**config.mk**
```make
export PLATFORM = sky130hd
export DESIGN_NAME = dbs_regs
export DESIGN_NICKNAME = d
export VERILOG_FILES = /design/src/logic/dbs_pkg.sv /design/src/logic/dbs_regs.sv /design/src/logic/dbs_sync.sv
export SDC_FILE = /design/constraint.sdc
export NUM_CORES = 1
export LEC_CHECK = 0
export BUFFER_PORTS_ARGS = -buffer_cell sky130_fd_sc_hd__buf_4
export CAP_MARGIN = 20
export CORE_MARGIN = 2
export CORE_UTILIZATION = 25
export DETAILED_ROUTE_END_ITERATION = 7
export SLEW_MARGIN = 25
export SYNTH_ARGS = -nofsm -noshare
export SYNTH_HDL_FRONTEND = slang
export SYNTH_SLANG_ARGS = --single-unit
```
**constraint.sdc**
```tcl
create_clock -name clk_i -period 2.8 [get_ports clk_i]
set_input_delay 0.14 -clock clk_i [delete_from_list [all_inputs] [get_ports clk_i]]
set_output_delay 0.14 -clock clk_i [all_outputs]
set_load 0.02 [all_outputs]
```
**src/logic/dbs_pkg.sv**
```systemverilog
// shared constants for the debug status and breakpoint register block
package dbs_pkg;
	// status/control bit positions
	localparam int DBS_BIT_SLOW_FAIL = 0;
	localparam int DBS_BIT_LP_FAIL = 1;
	localparam int DBS_BIT_WAIT_STOP = 2;
	localparam int DBS_BIT_TYPE_SEL = 3;
	localparam int DBS_BIT_BKPT_EN = 4;
	localparam int DBS_BIT_MODE_ACT = 6;
	// force-reset control bit position
	localparam int DBS_BIT_FORCE_RST = 0;
	// reset values and the force-reset read value
	localparam logic [7:0] DBS_CTRL_RESET = 8'h00;
	localparam logic [15:0] DBS_BKPT_RESET = 16'h0000;
	localparam logic [7:0] DBS_FRST_READ = 8'h00;
	// width of the system reset request pulse, in clocks
	localparam logic [3:0] DBS_RST_PULSE = 4'h4;
	// serial command codes
	typedef enum logic [2:0]
	{
		DBS_CMD_NONE,
		DBS_CMD_HALT,
		DBS_CMD_STATUS_RD,
		DBS_CMD_CTRL_WR,
		DBS_CMD_BKPT_RD,
		DBS_CMD_BKPT_WR,
		DBS_CMD_MEM_WR_FRST,
		DBS_CMD_MEM_ACCESS
	} dbs_cmd_t;
endpackage

```
**src/logic/dbs_regs.sv**
```systemverilog
// debug status, breakpoint address and force-reset registers
// What this block does
// - wait/stop status reads one in wait/stop or after a halt taken in wait/stop
// - only halt and status reads serviced in wait/stop outside debug mode; halt enters debug
// - low-power failure bit set on conflicting access
// - slow-access failure bit unused, reads zero
// - sixteen-bit breakpoint address register
// - enable and type bits drive breakpoint compare
// - breakpoint register reached only by serial commands
// - force-reset bit written by serial byte write
// - cpu writes to force-reset are ignored
// - force-reset reads return all zero
`timescale 1ns/10ps
module dbs_regs
	import dbs_pkg::*;
(
	// clock, reset, enable
	input wire logic clk_i,
	input wire logic arst_n_i,
	input wire logic ce_i,
	// cpu state pins
	input wire logic cpu_wait_stop_i,
	input wire logic cpu_wait_stop_entry_i,
	// serial command port from the debug shift logic
	input wire logic cmd_valid_i,
	input wire dbs_cmd_t cmd_i,
	input wire logic [15:0] cmd_data_i,
	output logic [15:0] rsp_data_o,
	output logic rsp_valid_o,
	output logic cmd_refused_o,
	// cpu bus write to the force-reset location
	input wire logic cpu_frst_wr_i,
	input wire logic [7:0] cpu_wdata_i,
	// breakpoint compare configuration
	output logic [15:0] bkpt_addr_o,
	output logic bkpt_en_o,
	output logic bkpt_type_o,
	// cpu control
	output logic halt_req_o,
	output logic debug_active_o,
	output logic sys_reset_req_o
);
	logic ws_pin;
	logic ws_entry_pin;
	logic debug_active;
	logic halted_from_ws;
	logic lp_fail;
	logic bkpt_en;
	logic type_sel;
	logic [15:0] bkpt_addr;
	logic [3:0] rst_cnt;
	logic take;
	logic serviceable;

	dbs_sync u_sync_ws
	(
		.clk_i(clk_i),
		.arst_n_i(arst_n_i),
		.ce_i(ce_i),
		.d_i(cpu_wait_stop_i),
		.q_o(ws_pin)
	);
	dbs_sync u_sync_entry
	(
		.clk_i(clk_i),
		.arst_n_i(arst_n_i),
		.ce_i(ce_i),
		.d_i(cpu_wait_stop_entry_i),
		.q_o(ws_entry_pin)
	);

	function automatic logic [7:0] status_byte(input logic ws, input logic lpf,
		input logic act, input logic en, input logic ts);
		logic [7:0] s;
		s = 8'h00;
		s[DBS_BIT_WAIT_STOP] = ws;
		s[DBS_BIT_LP_FAIL] = lpf;
		s[DBS_BIT_SLOW_FAIL] = 1'b0;
		s[DBS_BIT_MODE_ACT] = act;
		s[DBS_BIT_BKPT_EN] = en;
		s[DBS_BIT_TYPE_SEL] = ts;
		return s;
	endfunction

	assign take = cmd_valid_i && ce_i;
	// in wait/stop outside debug mode only halt and status reads get through
	assign serviceable = !ws_pin || debug_active || cmd_i == DBS_CMD_HALT
		|| cmd_i == DBS_CMD_STATUS_RD;

	// debug mode and the halted-from-wait/stop memory
	always_ff @(posedge clk_i or negedge arst_n_i)
	begin
		if (!arst_n_i)
		begin
			debug_active <= 1'b0;
			halted_from_ws <= 1'b0;
		end
		else if (ce_i && take && cmd_i == DBS_CMD_HALT)
		begin
			debug_active <= 1'b1;
			halted_from_ws <= ws_pin;
		end
	end

	// access failure: set wins, a status read clears it afterwards
	always_ff @(posedge clk_i or negedge arst_n_i)
	begin
		if (!arst_n_i)
			lp_fail <= 1'b0;
		else if (ce_i)
		begin
			if (take && cmd_i == DBS_CMD_MEM_ACCESS && !debug_active
				&& (ws_pin || ws_entry_pin))
				lp_fail <= 1'b1;
			else if (take && cmd_i == DBS_CMD_STATUS_RD)
				lp_fail <= 1'b0;
		end
	end

	// control bits and breakpoint address
	always_ff @(posedge clk_i or negedge arst_n_i)
	begin
		if (!arst_n_i)
		begin
			bkpt_en <= DBS_CTRL_RESET[DBS_BIT_BKPT_EN];
			type_sel <= DBS_CTRL_RESET[DBS_BIT_TYPE_SEL];
			bkpt_addr <= DBS_BKPT_RESET;
		end
		else if (ce_i && take && serviceable)
		begin
			if (cmd_i == DBS_CMD_CTRL_WR)
			begin
				bkpt_en <= cmd_data_i[DBS_BIT_BKPT_EN];
				type_sel <= cmd_data_i[DBS_BIT_TYPE_SEL];
			end
			if (cmd_i == DBS_CMD_BKPT_WR)
				bkpt_addr <= cmd_data_i;
		end
	end

	// force reset: only the serial byte write reaches it; cpu port unused by design
	always_ff @(posedge clk_i or negedge arst_n_i)
	begin
		if (!arst_n_i)
			rst_cnt <= 4'h0;
		else if (ce_i)
		begin
			if (take && serviceable && cmd_i == DBS_CMD_MEM_WR_FRST
				&& cmd_data_i[DBS_BIT_FORCE_RST])
				rst_cnt <= DBS_RST_PULSE;
			else if (rst_cnt != 4'h0)
				rst_cnt <= rst_cnt - 4'h1;
		end
	end

	// answers
	always_ff @(posedge clk_i or negedge arst_n_i)
	begin
		if (!arst_n_i)
		begin
			rsp_data_o <= 16'h0000;
			rsp_valid_o <= 1'b0;
			cmd_refused_o <= 1'b0;
		end
		else if (ce_i)
		begin
			rsp_valid_o <= 1'b0;
			cmd_refused_o <= take && !serviceable;
			if (take && serviceable)
			begin
				unique case (cmd_i)
					DBS_CMD_STATUS_RD:
					begin
						rsp_data_o <= {8'h00, status_byte(ws_pin || halted_from_ws,
							lp_fail, debug_active, bkpt_en, type_sel)};
						rsp_valid_o <= 1'b1;
					end
					DBS_CMD_BKPT_RD:
					begin
						rsp_data_o <= bkpt_addr;
						rsp_valid_o <= 1'b1;
					end
					DBS_CMD_MEM_WR_FRST:
					begin
						rsp_data_o <= {8'h00, DBS_FRST_READ};
						rsp_valid_o <= 1'b1;
					end
					DBS_CMD_NONE, DBS_CMD_HALT, DBS_CMD_CTRL_WR, DBS_CMD_BKPT_WR,
						DBS_CMD_MEM_ACCESS:
						rsp_valid_o <= 1'b0;
				endcase
			end
		end
	end

	// registered outputs
	always_ff @(posedge clk_i or negedge arst_n_i)
	begin
		if (!arst_n_i)
		begin
			bkpt_addr_o <= DBS_BKPT_RESET;
			bkpt_en_o <= 1'b0;
			bkpt_type_o <= 1'b0;
			halt_req_o <= 1'b0;
			debug_active_o <= 1'b0;
			sys_reset_req_o <= 1'b0;
		end
		else if (ce_i)
		begin
			bkpt_addr_o <= bkpt_addr;
			bkpt_en_o <= bkpt_en;
			bkpt_type_o <= type_sel;
			halt_req_o <= take && cmd_i == DBS_CMD_HALT;
			debug_active_o <= debug_active;
			sys_reset_req_o <= rst_cnt != 4'h0;
		end
	end

	// cpu writes to the force-reset location are deliberately dropped
	logic cpu_unused;
	assign cpu_unused = cpu_frst_wr_i ^ (^cpu_wdata_i);
endmodule // dbs_regs

```
**src/logic/dbs_sync.sv**
```systemverilog
// two-flop synchroniser for pin-side levels
`timescale 1ns/10ps
module dbs_sync
	import dbs_pkg::*;
(
	// clock and reset
	input wire logic clk_i,
	input wire logic arst_n_i,
	input wire logic ce_i,
	// levels
	input wire logic d_i,
	output logic q_o
);
	logic stage1;
	always_ff @(posedge clk_i or negedge arst_n_i)
	begin
		if (!arst_n_i)
		begin
			stage1 <= 1'b0;
			q_o <= 1'b0;
		end
		else if (ce_i)
		begin
			stage1 <= d_i;
			q_o <= stage1;
		end
	end
endmodule // dbs_sync

```
==> results_dict.tcl, run 1 <==
set metrics [dict create \
    cell_types_with_the_largest_area_share_after_synthesis "sky130_fd_sc_hd__dfrtp_1, sky130_fd_sc_hd__mux2_2, sky130_fd_sc_hd__mux2i_1, sky130_fd_sc_hd__inv_1, sky130_fd_sc_hd__nand2_1" \
    worst_hold_path_type "in -> reg" \
    std_cell_rows 39 \
    post-synth-top-area-fraction_pct 58.4 \
    ctsHtreeMaxLevel 3 \
    layout.cells.most_common "sky130_fd_sc_hd__dfrtp_1" \
    power.density_cell_area_mw_per_mm2 874 \
    rsz0062_at_grt "no" \
    setup-violations-final 0 \
    timing.critical_path.slowest_stage_cell "sky130_fd_sc_hd__a2111oi_4" \
    number_of_global_route_vias_before_repair 2079 \
    cp_max_fo 9 \
    min_period_ns 1.87 \
    cts_root_buffer "sky130_fd_sc_hd__clkbuf_16" \
    cts-root-to-sink-buffers 2 \
    detail_route.iter0.violations 50 \
    die_area_sq_mm 0.0125 \
    mean_area_per_synthesized_cell_sq_um 13.2 \
    finalMaxSlewViolations 0 \
    areaGrowthSynthToFinish_pct 32.3 \
    drt-pass1-iter-count 4 \
    port-buffer-count 63 \
    core-area_sq_mm 0.0114 \
    critical_path.endpoint_type "register" \
    via_count 1921 \
    dp_hpwl_um 4450 \
    initial_utilization_pct 25.5 \
    clk_latency_ns 0.32 \
    avgRoutedWirePerCell_um 14.7 \
    synth_area_leader_cell "sky130_fd_sc_hd__dfrtp_1" \
    groute.usage.overall_pct 11.0 \
    cts_tree "done" \
    synth_top_family_by_area "multiplexers" \
    tightest_slew_ns 0.901 \
    ios 73 \
    final_net_count 324 \
    chipWidth_um 112 \
    final_replace_weighted_congestion 0.733 \
    grt_first_pass_wirelength_um 10800 \
    slew_headroom_pct 39.7 \
    synth_edf_count 0 \
    num_antenna_cells 0 \
    crit_path_launch_type "register" \
    commonest_cells_after_routing_fill_and_taps_aside "sky130_fd_sc_hd__dfrtp_1, sky130_fd_sc_hd__buf_4, sky130_fd_sc_hd__mux2_2, sky130_fd_sc_hd__inv_1, sky130_fd_sc_hd__mux2i_1" \
    synth_simple_gate_area_share_pct 8.67 \
    post_cts_buffers 0 \
    cts_buffers 9 \
    compound_cell_area_share_of_the_yosys_netlist_pct 4.98 \
    yosysUniqueCellTypes 37 \
    pre_cts_ws_ns 0.827 \
    post_route_cells_drive_above_1_share_pct 44.0 \
    drc_errors 0 \
    path_buf_inv 1 \
    grt_start_max_net_pins 69 \
    fin_crit_sh_pct 66.7 \
    synth_top_flop_cell "sky130_fd_sc_hd__dfrtp_1" \
    timing_worst_setup_path_type "reg -> reg" \
    ys.warnings.count 0 \
    detail_route.wirelength_um 6420 \
    avgViaCountPerCell 4.41 \
    whs_path_depth 2 \
    maxCapViolations 0 \
    post_synthesis_sequential_area_ratio_pct 58.4 \
    worstPathCellList "nor2b_4, a2111oi_4, buf_4, mux2i_1" \
    worst_ir_drop_on_vdd_mv 0.285 \
    finalInstanceArea_sq_mm 0.00386 \
    ys_async_sr_fraction_pct 100 \
    run_status "complete, no violations" \
    timing.final.ws_setup_ns 0.932 \
    hold_viol_final 0 \
    synthMuxAreaShare_pct 22.6 \
    synth_adder_area_share_pct 0.859 \
    syn_inst 220 \
    arrival_time_at_the_worst_endpoint_ns 2.11 \
    global_route.overflow_total 0 \
    ys_ff_latch 68 \
    drt.antenna.violating_nets 0 \
    post_synth_xor_xnor_area_pct 0.301 \
    cp_slowest_stage_delay_ns 0.62 \
    cts.clk_slew.worst_paths_ns 0.06 \
    final.setup_skew_ns 0.00659 \
    cp_num_cells 4 \
    antenna_found_initial 0 \
    placed_area_sq_mm 0.00354 \
    power_leakage_nw 1.76 \
    critical_path_required_ns 3.04 \
    postSynthNetCount 256 \
    post_synth_instance_area_sq_mm 0.00291 \
    tns_ns 0 \
    crit_family "compound AO/OA/AOI/OAI gates" \
    worstRegToRegCells 4 \
    highest_achievable_clock_rate_mhz 535 \
    die_height_um 112 \
    cts_num_sinks 68 \
]
final timing paths:
check / from / end / slack, ns
max reg2reg: u_sync_ws.q_o$_DFFE_PN0P_ / rsp_data_o[0]$_DFFE_PN0P_ / 0.93
max: u_sync_ws.q_o$_DFFE_PN0P_ / rsp_data_o[0]$_DFFE_PN0P_ / 0.93
min reg2reg: rsp_valid_o$_DFFE_PN0P_ / rsp_valid_o$_DFFE_PN0P_ / 0.49
min: cpu_wait_stop_entry_i / u_sync_entry.stage1$_DFFE_PN0P_ / 0.05
min in group asynchronous: arst_n_i / bkpt_addr_o[9]$_DFFE_PN0P_ / 0.47
max in group asynchronous: arst_n_i / rsp_data_o[4]$_DFFE_PN0P_ / 1.77
kinds of logic (layout without fill, tap and decap cells):
logic type,after synthesis,in the layout
xor+xnor,1,1
compound gates,17,17
mux,60,60
fa+ha+maj,2,2
buf+inv,29,102
flops,68,68
simple gates,43,43
sequential cells by signal, summed over array words and instances (netlist names), 4 cells and up:
| signal | flops |
|---|---|
| bkpt_addr_o | 16 |
| rsp_data_o | 16 |
| rst_cnt | 4 |
| bkpt_addr | 16 |
synthesized netlist by cell type (2+ instances only):
| cell | number |
|---|---|
| sky130_fd_sc_hd__a21o_1 | 2 |
| sky130_fd_sc_hd__a21oi_1 | 5 |
| sky130_fd_sc_hd__buf_2 | 2 |
| sky130_fd_sc_hd__clkbuf_1 | 6 |
| sky130_fd_sc_hd__dfrtp_1 | 68 |
| sky130_fd_sc_hd__ha_1 | 2 |
| sky130_fd_sc_hd__inv_1 | 19 |
| sky130_fd_sc_hd__mux2_2 | 42 |
| sky130_fd_sc_hd__mux2i_1 | 17 |
| sky130_fd_sc_hd__nand2_1 | 14 |
| sky130_fd_sc_hd__nand2b_1 | 3 |
| sky130_fd_sc_hd__nand3_1 | 2 |
| sky130_fd_sc_hd__nor2_1 | 7 |
| sky130_fd_sc_hd__nor3_1 | 2 |
| sky130_fd_sc_hd__nor3b_1 | 2 |
| sky130_fd_sc_hd__nor4b_1 | 2 |
| sky130_fd_sc_hd__nor4bb_1 | 4 |
| sky130_fd_sc_hd__o311ai_0 | 2 |
metal layers:
layer / track usage, % / wire length (um) / up-vias
li1: - / - / 903
met1: 14.7 / 2910 / 967
met2: 17.4 / 3110 / 45
met3: 2.94 / 335 / 6
met4: 3.41 / 61 / 0
met5: 0 / 0 / -
repair_timing:
item / 4_1_cts / 5_1_grt
gates resized for setup: 0 / 0
hold endpoints to repair: 68 / 0
hold buffers: 1 / 0
endpoints found under the setup margin: 0 / 0
per-stage QoR:
stage,utilization (%),std cells,hold slack [ns],total power (W)
4_1_cts,33.8,436,0.0373,0.00342
3_3_place_gp,31.0,419,0.306,0.00225
2_1_floorplan,-,220,-0.156,0.00190
3_5_place_dp,31.0,419,0.317,0.00228
6_report,33.8,436,0.0454,0.00337
5_1_grt,33.8,436,0.0449,0.00356
power breakdown:
part	switching, W	internal [W]	leakage [nW]
sequential	0.000168	0.00124	0.855
combinational	0.000413	0.000428	0.770
clock	0.000412	0.000715	0.138
cell type report:
cell class | count | area [sq um]
Inverter | 19 | 71.3
Clock inverter | 5 | 61.3
Clock buffer | 11 | 243
Multi-Input combinational cell | 123 | 1090
Fill cell | 1176 | 7560
Sequential cell | 68 | 1700
Timing Repair Buffer | 67 | 505
Tap cell | 143 | 179
worst register-to-register path, cell delays in order, from the launching register on:
cell and delay [ns]:
sky130_fd_sc_hd__dfrtp_1 0.44, sky130_fd_sc_hd__nor2b_4 0.18, sky130_fd_sc_hd__a2111oi_4 0.62, sky130_fd_sc_hd__buf_4 0.33
sky130_fd_sc_hd__mux2i_1 0.22
Power figures use the tool's default switching activity.
==> inputs of run 2 (changes only) <==
==> constraint.sdc (replaced) <==
create_clock -name clk_i -period 1.55 [get_ports clk_i]
set_input_delay 0.0775 -clock clk_i [delete_from_list [all_inputs] [get_ports clk_i]]
set_output_delay 0.0775 -clock clk_i [all_outputs]
set_load 0.02 [all_outputs]
==> run 2 against run 1 <==
Net effect:
- flip-flop and latch count unchanged
- global-route usage increased by 0.66 points
- combinational power grew 100%
- design area rose by 8.3%
- count of clock-buffer cells in the layout is the same
- register-to-register slack worse by 0.91 ns
- critical path type unchanged
- critical endpoint is now rst_cnt[1]$_DFFE_PN0P_
- highest routed layer unchanged
==> results_dict.tcl, run 2 (synthesis gave the netlist of run 1 again) <==
set metrics [dict create \
    run_status "complete, no violations" \
    drt-pass1-iter-count 4 \
    finalInstanceArea_sq_mm 0.00418 \
    final_replace_weighted_congestion 0.762 \
    areaGrowthSynthToFinish_pct 43.3 \
    total_switching_power_w 0.00183 \
    via_count 2063 \
    worst_ir_drop_on_vdd_mv 0.630 \
    timing_worst_setup_path_type "reg -> reg" \
    drc_errors 0 \
    die_height_um 112 \
    detail_route.iter0.violations 89 \
    cts.clk_slew.worst_paths_ns 0.05 \
    reg.largest.list "bkpt_addr (16), bkpt_addr_o (16), rsp_data_o (16)" \
    post_route_cells_drive_above_1_share_pct 45.4 \
    finalMaxSlewViolations 0 \
    slew_headroom_pct 73.0 \
    critical_path.startpoint "rst_cnt[0]$_DFFE_PN0P_" \
    cell_internal_pwr_w 0.00436 \
    ctsHtreeMaxLevel 3 \
    worstHoldStart "cmd_data_i[0]" \
    critical_path_required_ns 1.74 \
    worstPathCellList "inv_1, ha_2, or3b_2, o311ai_2, o221ai_1" \
    drt.antenna.violating_nets 0 \
    crit_family "simple AND/OR/NAND/NOR gates" \
    commonest_cells_after_routing_fill_and_taps_aside "sky130_fd_sc_hd__buf_4, sky130_fd_sc_hd__dfrtp_1, sky130_fd_sc_hd__mux2_2, sky130_fd_sc_hd__inv_1, sky130_fd_sc_hd__dlygate4sd3_1" \
    grt_start_max_net_pins 28 \
    detail_route.wirelength_um 6940 \
    cts_buffers 9 \
    final.setup_skew_ns 0.00399 \
    core-area_sq_mm 0.0114 \
    hold_viol_final 0 \
    cp_num_cells 5 \
    cp_max_fo 3 \
    groute.usage.overall_pct 11.6 \
    antenna_found_initial 0 \
    number_of_global_route_vias_before_repair 2219 \
    avgViaCountPerCell 4.42 \
    power_leakage_nw 1.92 \
    gr-usage-met2_pct 19.2 \
    cts_num_sinks 68 \
    initial_utilization_pct 25.5 \
    avgRoutedWirePerCell_um 14.9 \
    critical_path.endpoint_type "register" \
    layout.cells.most_common "sky130_fd_sc_hd__buf_4" \
    dp_hpwl_um 4890 \
    cts_tree "done" \
    whs_path_depth 2 \
    reg2reg_from "rst_cnt[0]$_DFFE_PN0P_" \
    std_cell_rows 39 \
    cts_root_buffer "sky130_fd_sc_hd__clkbuf_16" \
    num_antenna_cells 0 \
    chipWidth_um 112 \
    groute.layer.met1.usage_pct 14.1 \
    highest_achievable_clock_rate_mhz 656 \
    tns_ns 0 \
    pwr-share-comb_pct 27.4 \
    tightest_slew_ns 0.399 \
    ios 73 \
    maxCapViolations 0 \
    cts-root-to-sink-buffers 2 \
    final_net_count 355 \
    rsz0062_at_grt "yes" \
    fin_crit_sh_pct 98.3 \
    path_buf_inv 1 \
    global_route.overflow_total 0 \
    worst_hold_path_type "in -> reg" \
    cp_slowest_stage_delay_ns 0.46 \
    power.density_cell_area_mw_per_mm2 1480 \
    placed_area_sq_mm 0.00366 \
    global_route.peak_usage_layer "met2" \
    grt_first_pass_wirelength_um 11200 \
    gr-usage-met3_pct 3.81 \
    fin_hold_ws_ns 0.0185 \
    timing.critical_path.slowest_stage_cell "sky130_fd_sc_hd__or3b_2" \
    die_area_sq_mm 0.0125 \
    worstRegToRegCells 5 \
    min_period_ns 1.52 \
    power.switching_fraction_pct 29.5 \
    p_seq_share_pct 41.0 \
    port-buffer-count 63 \
    crit_path_launch_type "register" \
    setup-violations-final 0 \
    clk_latency_ns 0.33 \
    p_clk_share_pct 31.7 \
    arrival_time_at_the_worst_endpoint_ns 1.71 \
]
run 2: cell types whose count changed in the layout (fill, tap and decap cells not counted), moves of 2 or more:
cell | before | now
sky130_fd_sc_hd__clkinv_2 | 0 | 3
sky130_fd_sc_hd__buf_12 | 0 | 2
sky130_fd_sc_hd__clkinvlp_4 | 3 | 1
sky130_fd_sc_hd__dlygate4sd3_1 | 1 | 18
sky130_fd_sc_hd__buf_4 | 66 | 76
run 2: area by class of cell:
type                    count  area, sq um
flip-flops and latches     68         1700
clock buffers              11          233
inverters                  19         71.3
well taps                 143          179
repair buffers             98          827
multi-input cells         123         1110
fillers                  1123         7240
clock inverters             5         52.6
run 2: path summary, 6_finish.rpt:
| kind | endpoint | slack, ns |
|---|---|---|
| max in group asynchronous | debug_active_o$_DFFE_PN0P_ | 0.76 |
| min | bkpt_addr[0]$_DFFE_PN0P_ | 0.02 |
| max reg2reg | rst_cnt[1]$_DFFE_PN0P_ | 0.03 |
| min reg2reg | rsp_valid_o$_DFFE_PN0P_ | 0.49 |
| min in group asynchronous | bkpt_addr[11]$_DFFE_PN0P_ | 0.22 |
| max | rst_cnt[1]$_DFFE_PN0P_ | 0.03 |
run 2: power groups by stage:
stage / sequential, W / combinational [W] / clock, W
after CTS: 0.00253 / 0.00170 / 0.00201
after global placement: 0.00253 / 0.00161 / 0
after global routing: 0.00261 / 0.00184 / 0.00209
final: 0.00254 / 0.00169 / 0.00196
after detailed placement: 0.00256 / 0.00166 / 0
after floorplan: 0.00279 / 0.000631 / 0
run 2: stage by stage:
step	utilization [%]	power (W)	std cells	setup WS (ns)
floorplan	-	0.00343	220	-0.0997
global placement	32.0	0.00415	431	0.0190
detailed placement	32.0	0.00422	431	-0.0694
CTS	36.1	0.00624	465	0.00245
global route	36.6	0.00654	467	-0.0154
finish	36.6	0.00619	467	0.0268
run 2: repair_timing:
| action | CTS | global route |
|---|---|---|
| hold buffers | 18 | 0 |
| endpoints found under the hold margin | 43 | 0 |
| gates resized for setup | 1 | 6 |
| buffers inserted | 0 | 1 |
| endpoints found under the setup margin | 1 | 19 |
| cloned | 0 | 1 |
| pin swaps | 1 | 1 |
run 2: per-layer routing:
layer / routed length, um / up-vias
met5: 0 / -
met4: 136 / 0
met1: 2950 / 1036
met2: 3500 / 52
li1: - / 961
met3: 350 / 14
